===== src/gpc_pkg.sv =====
// gpc_pkg: constants for the general purpose port control block
// assumes a byte-wide register port and a 12-bit register address space
package gpc_pkg;
  localparam int           GPC_NUM_PINS     = 25;
  localparam int           GPC_PORT_W       = 8;
  localparam int           GPC_ADDR_W       = 12;
  localparam int           GPC_IRQ_N        = 8;
  // register addresses
  localparam logic [11:0]  GPC_ADDR_ENH1    = 12'h0fc4;
  localparam logic [11:0]  GPC_ADDR_SHSEL   = 12'h0fce;
  localparam logic [11:0]  GPC_ADDR_PADDR   = 12'h0fd0;
  localparam logic [11:0]  GPC_ADDR_PCTL    = 12'h0fd1;
  localparam logic [11:0]  GPC_PORT_STRIDE  = 12'h0004;
  // subregister code that selects the output control subregister
  localparam logic [7:0]   GPC_SUB_OUTCTL   = 8'h03;
  // subregister code for alternate function enable
  localparam logic [7:0]   GPC_SUB_AFEN     = 8'h02;
  localparam logic [7:0]   GPC_SUB_SEL2     = 8'h08;
  localparam logic [7:0]   GPC_SUB_DRIVE    = 8'h04;
  // field positions
  localparam int           GPC_SHARED_BIT   = 6;
  localparam int           GPC_SHARED_SEL   = 6;
  // reset values
  localparam logic [7:0]   GPC_RST_BYTE     = 8'h00;
  // priority codes
  typedef enum logic [1:0] {GPC_PRI_OFF, GPC_PRI_LOW, GPC_PRI_NOM, GPC_PRI_HIGH} gpc_pri_e;
endpackage


===== src/gpc_pin_drv.sv =====
// gpc_pin_drv: per-pin output drive for W pins; gpc_top uses one instance for all four 8-bit ports
// assumes data, direction and peripheral values are on mclk
`timescale 1ns/1ps
`default_nettype none
module gpc_pin_drv
  import gpc_pkg::*;
#(
  parameter int W = 8
) (
  // software settings
  input  wire logic [W-1:0] out_data,
  input  wire logic [W-1:0] out_en,
  input  wire logic [W-1:0] af_en,
  input  wire logic [W-1:0] open_drain,
  // peripheral side
  input  wire logic [W-1:0] af_data,
  input  wire logic [W-1:0] af_oe,
  // pin side
  output logic      [W-1:0] pin_o,
  output logic      [W-1:0] pin_oe
);
  genvar i;
  // one pin each; open drain acts after the function mux
  generate
    for (i = 0; i < W; i++) begin : g_pin
      logic lvl;
      logic drv;
      assign lvl = af_en[i] ? af_data[i] : out_data[i];
      assign drv = af_en[i] ? af_oe[i] : out_en[i];
      // high side cut when open drain is set, pin only sinks
      assign pin_o[i]  = lvl;
      assign pin_oe[i] = drv & (~open_drain[i] | ~lvl);
    end
  endgenerate
endmodule
`default_nettype wire


===== src/gpc_top.sv =====
// gpc_top: general purpose port control, ports A to D
// Behaviour
// - up to 25 pins over four ports, each pin set independently
// - port C pins drive LEDs with software-selected strength
// - port A timer functions on pins 0,1,6,7; pins 2 to 5 reserved
// - ports A and D: enable alone routes the single alternate function
// - ports B and C keep a second select register unused for routing
// - output control subregister reached when subregister address holds 03H
// - writing 1 to an output control bit makes that pin open drain
// - open drain acts on the pin even while an alternate function runs
// - a clear output control bit lets the pin drive both levels
// - open drain applies to alternate function and plain output alike
// - group 1 sources take priority from enable-high and enable-low pair
// - enable-high bit 6 serves the shared pin 6 or comparator source
// - enable-high bits 5 to 0 enable pin sources, A or D by select
// - shared select 0 routes port A pin 6, 1 the comparator
// assumes a byte register port on mclk; rd_data is valid the cycle after rd_en
`timescale 1ns/1ps
`default_nettype none
module gpc_top
  import gpc_pkg::*;
#(
  parameter int NPORT = 4
) (
  // clock and reset
  input  wire logic                  mclk,
  input  wire logic                  rst_b,
  // register port
  input  wire logic [GPC_ADDR_W-1:0] reg_addr,
  input  wire logic                  wr_en,
  input  wire logic                  rd_en,
  input  wire logic [7:0]            wr_data,
  output logic      [7:0]            rd_data,
  // group 1 enable-low bits from the interrupt controller
  input  wire logic [GPC_IRQ_N-1:0]  irq1_enable_low,
  // group 1 priority codes, two bits per source
  output logic [2*GPC_IRQ_N-1:0]     irq1_priority,
  // shared source selection
  output logic                       shared_source_select_bit,
  // port data and direction from the core
  input  wire logic [8*NPORT-1:0]    port_out_data,
  input  wire logic [8*NPORT-1:0]    port_out_en,
  // timer peripheral signals
  input  wire logic                  timer_zero_output,
  input  wire logic                  timer_zero_comp_out,
  input  wire logic                  timer_one_output,
  input  wire logic                  timer_one_comp_out,
  input  wire logic [8*NPORT-1:0]    periph_af_data,
  input  wire logic [8*NPORT-1:0]    periph_af_oe,
  // pins
  input  wire logic [8*NPORT-1:0]    pin_i,
  output logic      [8*NPORT-1:0]    pin_o,
  output logic      [8*NPORT-1:0]    pin_oe,
  output logic      [8*NPORT-1:0]    pin_in_sync,
  // port C drive strength
  output logic      [7:0]            port_c_drive_high,
  // timer inputs and clock input taken from pins
  output logic                       timer_zero_in_or_complement_out,
  output logic                       timer_one_in_or_complement_out,
  output logic                       external_clock_input_function
);
  // released reset
  logic rst_s1_r;
  logic rst_n_r;
  always_ff @(posedge mclk or negedge rst_b) begin
    if (!rst_b) begin
      rst_s1_r <= 1'b0;
      rst_n_r  <= 1'b0;
    end else begin
      rst_s1_r <= 1'b1;
      rst_n_r  <= rst_s1_r;
    end
  end

  // port address decode: base + port*stride
  logic [1:0]  port_sel;
  logic        hit_addr;
  logic        hit_ctl;
  logic [7:0]  sub_addr_r [NPORT];
  logic [7:0]  out_ctl_r  [NPORT];
  logic [7:0]  af_en_r    [NPORT];
  logic [7:0]  sel2_r     [NPORT];
  logic [7:0]  drive_r;
  logic [7:0]  enh_r;
  logic        shsel_r;
  logic [GPC_ADDR_W-1:0] off;

  always_comb begin
    off      = reg_addr - GPC_ADDR_PADDR;
    port_sel = off[3:2];
    hit_addr = (reg_addr >= GPC_ADDR_PADDR) && (off[11:4] == 8'h00) && (off[1:0] == 2'b00);
    hit_ctl  = (reg_addr >= GPC_ADDR_PADDR) && (off[11:4] == 8'h00) && (off[1:0] == 2'b01);
  end

  // per-port subregister address and indirect subregisters; each pin its own bit
  always_ff @(posedge mclk or negedge rst_n_r) begin
    if (!rst_n_r) begin
      for (int p = 0; p < NPORT; p++) begin
        sub_addr_r[p] <= GPC_RST_BYTE;
        out_ctl_r[p]  <= GPC_RST_BYTE;
        af_en_r[p]    <= GPC_RST_BYTE;
        sel2_r[p]     <= GPC_RST_BYTE;
      end
    end else if (wr_en) begin
      if (hit_addr) begin
        sub_addr_r[port_sel] <= wr_data;
      end
      if (hit_ctl) begin
        unique case (sub_addr_r[port_sel])
          GPC_SUB_OUTCTL: out_ctl_r[port_sel] <= wr_data;
          GPC_SUB_AFEN:   af_en_r[port_sel]   <= wr_data;
          // only ports B and C hold a second select register
          GPC_SUB_SEL2: begin
            if (port_sel == 2'd1 || port_sel == 2'd2) begin
              sel2_r[port_sel] <= wr_data;
            end
          end
          default: ;
        endcase
      end
    end
  end

  // port C drive strength subregister
  always_ff @(posedge mclk or negedge rst_n_r) begin
    if (!rst_n_r) begin
      drive_r <= GPC_RST_BYTE;
    end else if (wr_en && hit_ctl && port_sel == 2'd2 && sub_addr_r[2] == GPC_SUB_DRIVE) begin
      drive_r <= wr_data;
    end
  end

  // group 1 enable-high and shared select registers
  always_ff @(posedge mclk or negedge rst_n_r) begin
    if (!rst_n_r) begin
      enh_r   <= GPC_RST_BYTE;
      shsel_r <= 1'b0;
    end else if (wr_en) begin
      if (reg_addr == GPC_ADDR_ENH1) begin
        enh_r <= wr_data;
      end
      if (reg_addr == GPC_ADDR_SHSEL) begin
        shsel_r <= wr_data[GPC_SHARED_SEL];
      end
    end
  end

  // read data, registered; unmapped addresses read zero
  always_ff @(posedge mclk or negedge rst_n_r) begin
    if (!rst_n_r) begin
      rd_data <= GPC_RST_BYTE;
    end else if (rd_en) begin
      if (reg_addr == GPC_ADDR_ENH1) begin
        rd_data <= enh_r;
      end else if (reg_addr == GPC_ADDR_SHSEL) begin
        rd_data <= {1'b0, shsel_r, 6'b00_0000};
      end else if (hit_addr) begin
        rd_data <= sub_addr_r[port_sel];
      end else if (hit_ctl) begin
        unique case (sub_addr_r[port_sel])
          GPC_SUB_OUTCTL: rd_data <= out_ctl_r[port_sel];
          GPC_SUB_AFEN:   rd_data <= af_en_r[port_sel];
          GPC_SUB_SEL2:   rd_data <= (port_sel == 2'd1 || port_sel == 2'd2) ? sel2_r[port_sel] : GPC_RST_BYTE;
          GPC_SUB_DRIVE:  rd_data <= (port_sel == 2'd2) ? drive_r : GPC_RST_BYTE;
          default:        rd_data <= GPC_RST_BYTE;
        endcase
      end else begin
        rd_data <= GPC_RST_BYTE;
      end
    end
  end

  // priority code per source: {enable high, enable low}
  always_ff @(posedge mclk or negedge rst_n_r) begin
    if (!rst_n_r) begin
      irq1_priority            <= '0;
      shared_source_select_bit <= 1'b0;
      port_c_drive_high        <= GPC_RST_BYTE;
    end else begin
      for (int k = 0; k < GPC_IRQ_N; k++) begin
        irq1_priority[2*k +: 2] <= {enh_r[k], irq1_enable_low[k]};
      end
      shared_source_select_bit <= shsel_r;
      port_c_drive_high        <= drive_r;
    end
  end

  // alternate function data per pin; port A timers fixed, B and C ignore the second select
  logic [8*NPORT-1:0] af_data;
  logic [8*NPORT-1:0] af_oe;
  logic [8*NPORT-1:0] af_en_flat;
  logic [8*NPORT-1:0] oc_flat;
  always_comb begin
    af_data = periph_af_data;
    af_oe   = periph_af_oe;
    // port A single functions: enable alone routes them
    af_data[0] = timer_zero_comp_out;
    af_data[1] = timer_zero_output;
    af_data[6] = timer_one_comp_out;
    af_data[7] = timer_one_output;
    af_oe[7:0] = {periph_af_oe[7:6], 4'h0, periph_af_oe[1:0]};             // reserved pins 2 to 5 never drive from the alternate function
    // port B pin 3 is an input when used as clock input
    af_oe[11]  = 1'b0;
    for (int p = 0; p < NPORT; p++) begin
      af_en_flat[8*p +: 8] = af_en_r[p];
      oc_flat[8*p +: 8]    = out_ctl_r[p];
    end
  end

  logic [8*NPORT-1:0] drv_o;
  logic [8*NPORT-1:0] drv_oe;
  gpc_pin_drv #(.W(8*NPORT)) u_drv (
    .out_data   (port_out_data),
    .out_en     (port_out_en),
    .af_en      (af_en_flat),
    .open_drain (oc_flat),
    .af_data    (af_data),
    .af_oe      (af_oe),
    .pin_o      (drv_o),
    .pin_oe     (drv_oe)
  );

  // pin outputs registered so the top drives from flops
  always_ff @(posedge mclk or negedge rst_n_r) begin
    if (!rst_n_r) begin
      pin_o  <= '0;
      pin_oe <= '0;
    end else begin
      pin_o  <= drv_o;
      pin_oe <= drv_oe;
    end
  end

  // pin input synchroniser: three stages, change taken when 2nd and 3rd agree
  logic [8*NPORT-1:0] s1_r;
  logic [8*NPORT-1:0] s2_r;
  logic [8*NPORT-1:0] s3_r;
  always_ff @(posedge mclk or negedge rst_n_r) begin
    if (!rst_n_r) begin
      s1_r        <= '0;
      s2_r        <= '0;
      s3_r        <= '0;
      pin_in_sync <= '0;
    end else begin
      s1_r <= pin_i;
      s2_r <= s1_r;
      s3_r <= s2_r;
      for (int b = 0; b < 8*NPORT; b++) begin
        if (s2_r[b] == s3_r[b]) begin
          pin_in_sync[b] <= s3_r[b];
        end
      end
    end
  end

  // timer and clock inputs gated by the pin's alternate function enable
  always_ff @(posedge mclk or negedge rst_n_r) begin
    if (!rst_n_r) begin
      timer_zero_in_or_complement_out <= 1'b0;
      timer_one_in_or_complement_out  <= 1'b0;
      external_clock_input_function   <= 1'b0;
    end else begin
      timer_zero_in_or_complement_out <= af_en_r[0][0] & pin_in_sync[0];
      timer_one_in_or_complement_out  <= af_en_r[0][6] & pin_in_sync[6];
      external_clock_input_function   <= af_en_r[1][3] & pin_in_sync[11];
    end
  end
endmodule
`default_nettype wire


===== config.mk =====
export PLATFORM = sky130hd
export DESIGN_NAME = gpc_top
export DESIGN_NICKNAME = d
export VERILOG_FILES = /design/src/gpc_pkg.sv /design/src/gpc_pin_drv.sv /design/src/gpc_top.sv
export SDC_FILE = /design/constraint.sdc
export NUM_CORES = 1
export LEC_CHECK = 0
export ABC_AREA = 1
export BUFFER_PORTS_ARGS = -buffer_cell sky130_fd_sc_hd__buf_2
export CAP_MARGIN = 20
export CELL_PAD_IN_SITES_DETAIL_PLACEMENT = 1
export CELL_PAD_IN_SITES_GLOBAL_PLACEMENT = 2
export CORE_AREA = 2 2 210 212
export CTS_CLUSTER_DIAMETER = 80
export DETAILED_ROUTE_END_ITERATION = 12
export DIE_AREA = 0 0 212 214
export PLACE_DENSITY = 0.91
export SYNTH_ARGS = -nofsm -noshare
export SYNTH_HDL_FRONTEND = slang
export SYNTH_SLANG_ARGS = --single-unit

===== constraint.sdc =====
create_clock -name mclk -period 13.8 [get_ports mclk]
set_input_delay 4.14 -clock mclk [delete_from_list [all_inputs] [get_ports mclk]]
set_output_delay 4.14 -clock mclk [all_outputs]
set_load 0.02 [all_outputs]

==> results of run 1 <==
[cells in the final DEF (no fill, tap or decap), drive strengths merged, types with 2 or more instances in the layout]
cell type,n
o22ai,13
nand3,43
nor2,59
clkbuf,60
clkinvlp,2
inv,91
nand3b,2
dfrtp,375
buf,327
or2,5
bufinv,5
a22o,19
nand2,413
o21ai,216
ha,4
mux2,16
clkinv,6
maj3,32
nand4,13
nor3,4
a21oi,15
diode,2
[cell families (layout without fill, tap and decap cells)]
logic type | Yosys count | in the layout | share of synthesized area, %
mux | 16 | 16 | 1.24
buf+inv | 144 | 491 | 4.81
compound gates | 264 | 264 | 10.3
fa+ha+maj | 36 | 36 | 2.56
other cells | 1 | 3 | 0.0259
simple gates | 541 | 541 | 16.2
flops | 375 | 375 | 64.8
[metal layers]
metal	global-route usage, %	wire length [um]
met1	25.0	18900
met4	6.97	1340
met2	35.7	23000
met3	4.46	2660
met5	0	27
[synth_stat cells]
cell type | instances | area, um2
nand2_1 | 400 | 1500
dfrtp_1 | 375 | 9380
o21ai_0 | 163 | 816
inv_1 | 87 | 327
nor2_1 | 53 | 199
nand3_1 | 36 | 180
maj3_1 | 32 | 320
o21ai_1 | 31 | 155
clkbuf_1 | 24 | 90.1
o21ai_2 | 22 | 193
a22o_1 | 19 | 166
buf_6 | 16 | 180
mux2_2 | 16 | 180
a21oi_1 | 15 | 75.1
o22ai_1 | 13 | 81.3
nand4_1 | 12 | 75.1
nand2_2 | 8 | 50.1
buf_2 | 6 | 30.0
nand2_4 | 5 | 56.3
or2_2 | 5 | 31.3
ha_1 | 4 | 50.1
nand3_4 | 4 | 70.1
buf_1 | 3 | 11.3
inv_2 | 3 | 11.3
nand3_2 | 3 | 30.0
nor2_8 | 3 | 60.1
nor3_1 | 3 | 15.0
buf_4 | 2 | 15.0
nand3b_1 | 2 | 15.0
nor2_2 | 2 | 12.5
and2_1 | 1 | 6.26
buf_12 | 1 | 20.0
clkinv_2 | 1 | 5.00
conb_1 | 1 | 3.75
inv_4 | 1 | 6.26
nand4_2 | 1 | 12.5
nor2_4 | 1 | 11.3
nor3_4 | 1 | 16.3
nor4_1 | 1 | 6.26
o22a_1 | 1 | 8.76
[report_power, final]
group / total [W] / switching (W) / leakage (nW) / internal, W
clock network: 0.00116 / 0.000450 / 0.695 / 0.000708
registers: 0.00116 / 0.0000196 / 4.76 / 0.00114
logic: 0.000177 / 0.000119 / 3.38 / 0.0000587
[state kept, by name, indices dropped and copies added, names as in the netlist]
name,flops
af_en_flat,32
oc_flat,32
pin_in_sync,32
pin_o,32
pin_oe,32
s1_r,32
s2_r,32
s3_r,32
sel2_r,32
sub_addr_r,32
irq1_priority,16
drive_r,8
enh_r,8
port_c_drive_high,8
rd_data,8
external_clock_input_function,1
rst_n_r,1
rst_s1_r,1
shared_source_select_bit,1
shsel_r,1
timer_one_in_or_complement_out,1
timer_zero_in_or_complement_out,1
[critical path, cell delays in order]
cell and delay [ns]:
buf_2 0.08, buf_4 0.45, clkinv_2 0.58, nand3_1 0.36
nand2_1 0.10, nand2_2 0.13, nor2_8 0.10, and2_1 0.26
nand2_1 0.10, nand2_1 0.09, o21ai_0 0.39, nand3_1 0.17
nand2_1 0.10, inv_1 0.04
[cell type report]
cell class                 instances  area share (%)
clock buffer                      60            6.78
sequential                       375            52.2
tap                              585            4.07
inverter                          92            1.94
clock inverter                    12            1.18
multi-input combinational        858            24.5
timing repair buffer             327            9.32
antenna                            2          0.0278
[per-stage QoR]
stage                     worst slack [ns]  utilization (%)  hold WS, ns  instances  power, W
after global routing                  6.87             41.9        0.356       2309   0.00259
after floorplan                       2.57                -        0.331       1377   0.00127
final                                 7.11             41.9        0.349       2311   0.00249
after CTS                             7.12             41.9        0.349       2308   0.00252
after detailed placement              6.57             38.5        0.336       2236   0.00135
after global placement                6.58             38.5        0.332       2235   0.00135
[worst paths after layout]
path | startpoint | to | slack [ns] | depth (start not counted)
max | reg_addr[3] | rd_data[2] | 7.11 | 14
min | s1_r[6] | s2_r[6] | 0.35 | 0
max reg2reg | sub_addr_r[22] | oc_flat[21] | 11.37 | 10
min reg2reg | s1_r[6] | s2_r[6] | 0.35 | 0
max in group asynchronous | rst_b | rst_n_r | 10.34 | 1
min in group asynchronous | rst_n_r | pin_in_sync[26] | 0.37 | 0
==> insert_results.sql, run 1 <==
INSERT INTO impl_metrics (metric_group, metric, value, unit) VALUES
('detailed_routing', 'dr.pass1.iters', '5', ''),
('die', 'fp-row-count', '76', ''),
('synthesis', 'number_of_distinct_standard_cells_referenced_by_the_synthesized_netlist', '40', ''),
('clock_tree', 'cts_buffer_depth', '3', ''),
('detailed_routing', 'detail-route-antenna-nets', '0', ''),
('place', 'post_dp_cell_area', '16500', 'um2'),
('final_layout', 'layout-drive-gt1-share', '27.1', '%'),
('die', 'die_width', '212', 'um'),
('power', 'worst_ir_drop_vdd', '0.0675', 'mV'),
('synthesis', 'synthesis.instances', '1377', ''),
('run_status', 'outcome', 'finished, final reports clean', ''),
('detailed_routing', 'drt-wirelength-per-cell', '19.9', 'um'),
('clock_tree', 'cts_num_sinks', '375', ''),
('sta', 'setup_viol', '0', ''),
('final_layout', 'filler_cell_count', '4866', ''),
('detailed_routing', 'drc_errors', '0', ''),
('sta', 'drv_slew', '0', ''),
('grt', 'grt_start_max_net_pins', '84', ''),
('die', 'i_o_pin_count', '328', ''),
('sta', 'worst-slew-pin-transition', '1.07', 'ns'),
('clock_tree', 'cts.htree.levels', '2', ''),
('synthesis', 'synth.net_count', '1577', ''),
('critical_path', 'critPathCaptureType', 'flop', ''),
('die', 'start_util', '33.8', '%'),
('detailed_routing', 'routed_via_density', '4.83', ''),
('place', 'io_buffer_count', '318', ''),
('sta', 'report.final.hold_viol_count', '0', ''),
('clock_tree', 'cts.hold.buffers_added', '0', ''),
('power', 'power_density', '139', 'nW/um2'),
('synthesis', 'yosysWarnings', '0', ''),
('sta', 'relSlewSlack', '28.7', '%'),
('final_layout', 'multi_input_comb_area', '4400', 'um2'),
('die', 'floorplan.core_area', '42900', 'um2'),
('die', 'design.die.area', '45400', 'um2'),
('critical_path', 'critical_path_peak_fanout', '47', ''),
('sta', 'post_route_fraction_of_the_period_consumed_by_the_critical_path', '48.5', '%'),
('clock_tree', 'cts.root.buffer_cell', 'clkbuf_16', ''),
('place', 'dpl.hpwl', '33.1', 'mm'),
('synthesis', 'synthesis.area_per_instance', '10.5', 'um2'),
('flow_run', 'cap_violations', '0', ''),
('detailed_routing', 'drt_iter0_drc', '640', ''),
('place', 'place_congestion', '0.795', ''),
('detailed_routing', 'routed-via-count', '11200', ''),
('clock_tree', 'cts_tree', 'built', ''),
('synthesis', 'synth-seq-area-share', '64.8', '%'),
('sta', 'finalWorstPathRequiredPeriod', '6.69', 'ns'),
('final_layout', 'area.sequential', '9390', 'um2'),
('clock_tree', 'numCtsBuffers', '42', ''),
('critical_path', 'worst_ep_arrival_time', '7.14', 'ns'),
('power', 'total_leakage_power', '8.84', 'nW'),
('grt', 'grt_pass1_wl', '70.9', 'mm'),
('sta', 'grt_setup_unrepaired', 'no', ''),
('worst_hold_path', 'min-delay-path-class', 'reg2reg', ''),
('critical_path', 'worst_setup_path_start_kind', 'primary input', ''),
('sta', 'fmax', '0.149', 'GHz'),
('clock_tree', 'clk_latency', '0.56', 'ns'),
('critical_path', 'critical_path_class', 'in2reg', ''),
('critical_path', 'worst_ep_required_time', '14.25', 'ns'),
('clock_tree', 'postCtsSetupBuffers', '0', ''),
('grt', 'grt_remaining_overflow', '0', ''),
('final_layout', 'syn2layout_area_growth', '24.2', '%'),
('grt', 'number_of_antenna_violations_at_the_first_check_in_global_routing', '5', ''),
('synthesis', 'ys_seq_elements', '375', ''),
('clock_tree', 'cts.clk_slew.worst_paths', '0.06', 'ns'),
('grt', 'grt.total_usage', '20.5', '%'),
('clock_tree', 'resize_count_post_cts', '0', ''),
('final_layout', 'nets', '1896', ''),
('synthesis', 'netlist_area', '14500', 'um2'),
('final_layout', 'post-route-cell-area', '18000', 'um2'),
('die', 'die_h', '214', 'um'),
('grt', 'grt_pass1_vias', '12200', ''),
('sta', 'final.setup_skew', '0.0207', 'ns'),
('detailed_routing', 'route.final.wire_length', '46.0', 'mm'),
('sta', 'final.setup.tns', '0', 'ns');
Note: power is estimated with default switching activity, not from simulation.
==> run 2, diff against run 1 <==
- clock period: 13.8 -> 6.47 ns (I/O delays scaled with it)
==> insert_results.sql, run 2 (synthesis results as in run 1) <==
INSERT INTO impl_metrics (metric_group, metric, value, unit) VALUES
('place', 'dpl.hpwl', '32.8', 'mm'),
('final_layout', 'syn2layout_area_growth', '23.8', '%'),
('clock_tree', 'resize_count_post_cts', '0', ''),
('power', 'p_sw_share', '24.4', '%'),
('worst_hold_path', 'min-delay-path-class', 'reg2reg', ''),
('critical_path', 'path_buf_inv', '2', ''),
('sta', 'drv_slew', '0', ''),
('detailed_routing', 'met2RoutedLength', '23.1', 'mm'),
('clock_tree', 'cts.clk_slew.worst_paths', '0.06', 'ns'),
('detailed_routing', 'drc_errors', '0', ''),
('die', 'start_util', '33.8', '%'),
('power', 'power_frac_clock', '45.1', '%'),
('die', 'design.die.area', '45400', 'um2'),
('place', 'dp_worst_setup_slack', '1.69', 'ns'),
('detailed_routing', 'drt-wirelength-per-cell', '20.0', 'um'),
('grt', 'number_of_antenna_violations_at_the_first_check_in_global_routing', '7', ''),
('critical_path', 'critPathCaptureType', 'flop', ''),
('final_layout', 'most-common-layout-cells', 'nand2_1 (400), dfrtp_1 (374), buf_2 (319)', ''),
('sta', 'final.hold.worst_slack', '0.345', 'ns'),
('power', 'netSwitchingPower', '0.00127', 'W'),
('sta', 'grt_setup_unrepaired', 'no', ''),
('critical_path', 'critical_path_peak_fanout', '75', ''),
('die', 'i_o_pin_count', '328', ''),
('power', 'power.internal', '0.00392', 'W'),
('sta', 'relSlewSlack', '34.4', '%'),
('clock_tree', 'cts_buffer_depth', '3', ''),
('clock_tree', 'cts_num_sinks', '375', ''),
('flow_run', 'cap_violations', '0', ''),
('sta', 'final.setup.tns', '0', 'ns'),
('critical_path', 'critPathTopFamily', 'simple AND/OR/NAND/NOR gates', ''),
('place', 'post-place-cells', '2237', ''),
('grt', 'grt_start_max_net_pins', '104', ''),
('clock_tree', 'cts_tree', 'built', ''),
('place', 'io_buffer_count', '318', ''),
('detailed_routing', 'detail-route-antenna-nets', '0', ''),
('detailed_routing', 'routed-via-count', '11300', ''),
('grt', 'grt_pass1_wl', '71.3', 'mm'),
('grt', 'grt.total_usage', '20.6', '%'),
('sta', 'finalWorstSetupSlack', '2.24', 'ns'),
('final_layout', 'most_common_library_cell_in_the_layout_ignoring_fill_and_taps', 'nand2_1', ''),
('grt', 'grt_pass1_vias', '12200', ''),
('detailed_routing', 'routed_via_density', '4.87', ''),
('sta', 'fmax', '0.236', 'GHz'),
('critical_path', 'critical_path_class', 'in2reg', ''),
('final_layout', 'layout-drive-gt1-share', '27.2', '%'),
('critical_path', 'worst_setup_path_start_kind', 'primary input', ''),
('critical_path', 'critPathMaxStageDelay', '0.63', 'ns'),
('sta', 'setup_viol', '0', ''),
('clock_tree', 'cts.htree.levels', '2', ''),
('sta', 'worst-slew-pin-transition', '0.982', 'ns'),
('detailed_routing', 'detailroute.wirelength.met3', '2.62', 'mm'),
('run_status', 'outcome', 'finished, final reports clean', ''),
('critical_path', 'critPathMostFrequentCell', 'nand2_1', ''),
('detailed_routing', 'route.final.wire_length', '46.4', 'mm'),
('die', 'die_width', '212', 'um'),
('grt', 'grt_remaining_overflow', '0', ''),
('die', 'die_h', '214', 'um'),
('clock_tree', 'cts.hold.buffers_added', '0', ''),
('place', 'place_congestion', '0.804', ''),
('clock_tree', 'postCtsSetupBuffers', '0', ''),
('critical_path', 'cells_traversed_along_the_worst_timing_path', 'buf_2 -> buf_4 -> nand2_1 -> nand2_1 -> nand2_1 -> nand2_1 -> nand2_1 -> nor2_1 -> nand2_1 -> nor2_2 -> nand2_1 -> nand2_1 -> o21ai_0', ''),
('clock_tree', 'numCtsBuffers', '41', ''),
('detailed_routing', 'drt_iter0_drc', '682', ''),
('die', 'floorplan.core_area', '42900', 'um2'),
('final_layout', 'nets', '1896', ''),
('power', 'seq_power_share', '47.6', '%'),
('die', 'fp-row-count', '76', ''),
('critical_path', 'worst_ep_arrival_time', '4.63', 'ns'),
('sta', 'post_route_fraction_of_the_period_consumed_by_the_critical_path', '65.4', '%'),
('sta', 'report.final.hold_viol_count', '0', ''),
('critical_path', 'crit_slowest_cell', 'buf_4', ''),
('power', 'power_density', '289', 'nW/um2'),
('power', 'total_leakage_power', '8.82', 'nW'),
('final_layout', 'post_layout_nonfiller_instances', '2316', ''),
('power', 'worst_ir_drop_vdd', '0.150', 'mV'),
('detailed_routing', 'routedLengthMet1', '19.2', 'mm'),
('power', 'p_comb_share', '7.3', '%'),
('critical_path', 'worst_ep_required_time', '6.87', 'ns'),
('detailed_routing', 'top_layer', 'met5', ''),
('sta', 'finalWorstPathRequiredPeriod', '4.23', 'ns'),
('clock_tree', 'clk_latency', '0.57', 'ns'),
('detailed_routing', 'dr.pass1.iters', '5', ''),
('clock_tree', 'cts.root.buffer_cell', 'clkbuf_16', ''),
('sta', 'final.setup_skew', '0.0214', 'ns');
run 2: layout make-up:
type	count	area (um2)
Fill cell	4892	25000
Inverter	92	349
Sequential cell	375	9390
Antenna cell	3	7.51
Multi-Input combinational cell	858	4400
Timing Repair Buffer	328	1700
Clock buffer	64	1240
Clock inverter	11	116
Tap cell	585	732
run 2: power by group through the flow:
stage	sequential [W]	combinational, W	clock (W)
floorplan	0.00259	0.000118	0
global placement	0.00250	0.000369	0
detailed placement	0.00251	0.000378	0
CTS	0.00247	0.000382	0.00241
global route	0.00248	0.000413	0.00250
finish	0.00247	0.000376	0.00234
run 2: per-stage QoR:
step / total power, W / util (%) / cell area [um2]
2_1_floorplan: 0.00270 / - / 14500
3_3_place_gp: 0.00287 / 38.5 / 16500
3_5_place_dp: 0.00289 / 38.6 / 16500
4_1_cts: 0.00526 / 41.7 / 17900
5_1_grt: 0.00539 / 41.8 / 17900
6_report: 0.00518 / 41.8 / 17900
run 2: path summary, 6_finish.rpt:
check / start / to / slack [ns] / cells after the start
worst min-delay path: s1_r[5] / s2_r[5] / 0.35 / 0
worst max-delay path: reg_addr[2] / oc_flat[23] / 2.24 / 13
max in group asynchronous: rst_n_r / pin_in_sync[3] / 4.53 / 1
worst min register to register: s1_r[5] / s2_r[5] / 0.35 / 0
min in group asynchronous: rst_n_r / s1_r[12] / 0.45 / 0
worst max register to register: sub_addr_r[22] / oc_flat[23] / 3.96 / 10
run 2: routing by layer:
metal	vias to the layer above	GRT usage, %
met2	322	35.8
met4	6	7.58
met1	5712	25.0
met3	88	4.44
met5	-	0
li1	5141	-
run 2: worst register-to-register path, stage by stage (launching register included):
cell	delay (ns)
dfrtp_1	0.38
nand2_1	0.06
nand3_1	0.16
nand2_1	0.14
nand2_2	0.11
nor2_8	0.29
nand2_1	0.21
nor2_2	0.21
nand2_1	0.48
nand2_1	0.20
o21ai_0	0.10
==> run 3, diff against run 2 <==
- clock period: 6.47 -> 4.3 ns (I/O delays scaled with it)
==> insert_results.sql, run 3 (synthesis results as in run 1) <==
INSERT INTO impl_metrics (metric_group, metric, value, unit) VALUES
('run_status', 'outcome', 'finished, final reports clean', ''),
('clock_tree', 'cts_tree', 'built', ''),
('clock_tree', 'cts.hold.buffers_added', '0', ''),
('sta', 'final.setup.tns', '0', 'ns'),
('die', 'design.die.area', '45400', 'um2'),
('critical_path', 'critPathMostFrequentCell', 'nand2_1', ''),
('place', 'io_buffer_count', '318', ''),
('power', 'power_density', '458', 'nW/um2'),
('sta', 'final.setup_skew', '0.0140', 'ns'),
('clock_tree', 'clk_latency', '0.58', 'ns'),
('final_layout', 'most_common_library_cell_in_the_layout_ignoring_fill_and_taps', 'nand2_1', ''),
('worst_hold_path', 'min-delay-path-class', 'reg2async', ''),
('critical_path', 'critPathMaxStageDelay', '0.46', 'ns'),
('die', 'die_width', '212', 'um'),
('sta', 'relSlewSlack', '25.1', '%'),
('die', 'die_h', '214', 'um'),
('grt', 'global_route.peak_usage_layer', 'met2', ''),
('flow_run', 'cap_violations', '0', ''),
('place', 'dpl.hpwl', '33.2', 'mm'),
('die', 'i_o_pin_count', '328', ''),
('clock_tree', 'resize_count_post_cts', '0', ''),
('sta', 'finalWorstPathRequiredPeriod', '3.34', 'ns'),
('grt', 'gr-usage-met1', '24.5', '%'),
('detailed_routing', 'detail-route-antenna-nets', '0', ''),
('grt', 'global_route.usage.met2', '37.4', '%'),
('clock_tree', 'cts.clk_slew.worst_paths', '0.06', 'ns'),
('die', 'floorplan.core_area', '42900', 'um2'),
('sta', 'grt_setup_unrepaired', 'no', ''),
('detailed_routing', 'drt_iter0_drc', '702', ''),
('critical_path', 'critical_path_peak_fanout', '46', ''),
('grt', 'globalRouteMet3Util', '5.00', '%'),
('detailed_routing', 'drt-wirelength-per-cell', '20.3', 'um'),
('final_layout', 'nets', '1901', ''),
('final_layout', 'syn2layout_area_growth', '25.4', '%'),
('detailed_routing', 'routed_via_density', '4.83', ''),
('sta', 'drv_slew', '0', ''),
('grt', 'grt_start_max_net_pins', '145', ''),
('detailed_routing', 'dr.pass1.iters', '7', ''),
('clock_tree', 'cts.htree.levels', '2', ''),
('grt', 'grt.total_usage', '20.8', '%'),
('sta', 'report.final.hold_viol_count', '0', ''),
('sta', 'worst-slew-pin-transition', '1.12', 'ns'),
('clock_tree', 'postCtsSetupBuffers', '0', ''),
('place', 'place_congestion', '0.828', ''),
('critical_path', 'worst_setup_path_start_kind', 'primary input', ''),
('grt', 'number_of_antenna_violations_at_the_first_check_in_global_routing', '1', ''),
('critical_path', 'worst_ep_required_time', '4.71', 'ns'),
('power', 'worst_ir_drop_vdd', '0.234', 'mV'),
('detailed_routing', 'drc_errors', '0', ''),
('die', 'fp-row-count', '76', ''),
('clock_tree', 'cts_num_sinks', '375', ''),
('final_layout', 'layout.core_utilization', '42.3', '%'),
('critical_path', 'crit_slowest_cell', 'buf_4', ''),
('grt', 'grt_pass1_vias', '12300', ''),
('die', 'start_util', '33.8', '%'),
('critical_path', 'cells_traversed_along_the_worst_timing_path', 'buf_2 -> buf_4 -> nand3_1 -> nand2_1 -> nand2_2 -> nor2_8 -> nand2_1 -> nor2_2 -> nand2_1 -> nand2_1 -> o21ai_0', ''),
('final_layout', 'most-common-layout-cells', 'nand2_1 (400), dfrtp_1 (374), buf_2 (318)', ''),
('clock_tree', 'cts_buffer_depth', '3', ''),
('critical_path', 'critical_path_class', 'in2reg', ''),
('critical_path', 'critPathCaptureType', 'flop', ''),
('grt', 'grt_pass1_wl', '71.7', 'mm'),
('grt', 'grt_remaining_overflow', '0', ''),
('detailed_routing', 'routed-via-count', '11200', ''),
('sta', 'fmax', '0.299', 'GHz'),
('power', 'total_leakage_power', '8.94', 'nW'),
('sta', 'setup_viol', '0', ''),
('critical_path', 'worst_ep_arrival_time', '3.75', 'ns'),
('final_layout', 'layout-drive-gt1-share', '27.7', '%'),
('clock_tree', 'cts.root.buffer_cell', 'clkbuf_16', ''),
('sta', 'post_route_fraction_of_the_period_consumed_by_the_critical_path', '77.7', '%'),
('clock_tree', 'numCtsBuffers', '43', ''),
('detailed_routing', 'route.final.wire_length', '47.1', 'mm');
[run 3: worst paths after layout]
path	start	cells past startpoint	slack, ns	to
setup / recovery	reg_addr[3]	11	0.96	oc_flat[22]
hold reg to reg	rst_n_r	0	0.20	pin_in_sync[15]
max in group asynchronous	rst_n_r	1	2.95	sub_addr_r[10]
min in group mclk	s1_r[5]	0	0.35	s2_r[5]
hold / removal	rst_n_r	0	0.20	pin_in_sync[15]
setup reg to reg	sub_addr_r[22]	10	1.89	oc_flat[22]
[run 3: worst max-delay path: cells and delay by family]
family | cells | cell delay, ns
compound gates | 1 | 0.09
simple gates | 8 | 1.77
buf+inv | 2 | 0.57
[run 3: final cells by class]
class	count	area, um2
multi-input cells	858	4400
flip-flops and latches	375	9390
fillers	4850	24700
repair buffers	331	1730
diodes	1	2.50
inverters	92	349
clock buffers	57	1210
clock inverters	22	353
well taps	585	732
[run 3: stage by stage]
step	total power [W]	setup slack (ns)	cells	area, um2	hold WS, ns
finish	0.00831	0.960	2321	18200	0.203
global route	0.00861	0.779	2320	18200	0.224
detailed placement	0.00435	0.439	2241	16600	0.212
global placement	0.00432	0.480	2241	16600	0.198
CTS	0.00841	1.03	2320	18200	0.213
floorplan	0.00407	0.606	1377	14500	0.331
[run 3: power breakdown]
group	switching (W)	leakage, nW	internal (W)	total, W
logic	0.000387	3.41	0.000191	0.000578
clock network	0.00154	0.768	0.00248	0.00402
registers	0.0000581	4.76	0.00365	0.00371
total	0.00199	8.94	0.00632	0.00831
[run 3: layer usage]
layer	routed length (um)	vias to the layer above
li1	-	5146
met1	18800	5674
met2	24100	322
met3	3020	65
met4	1140	0
met5	0	-
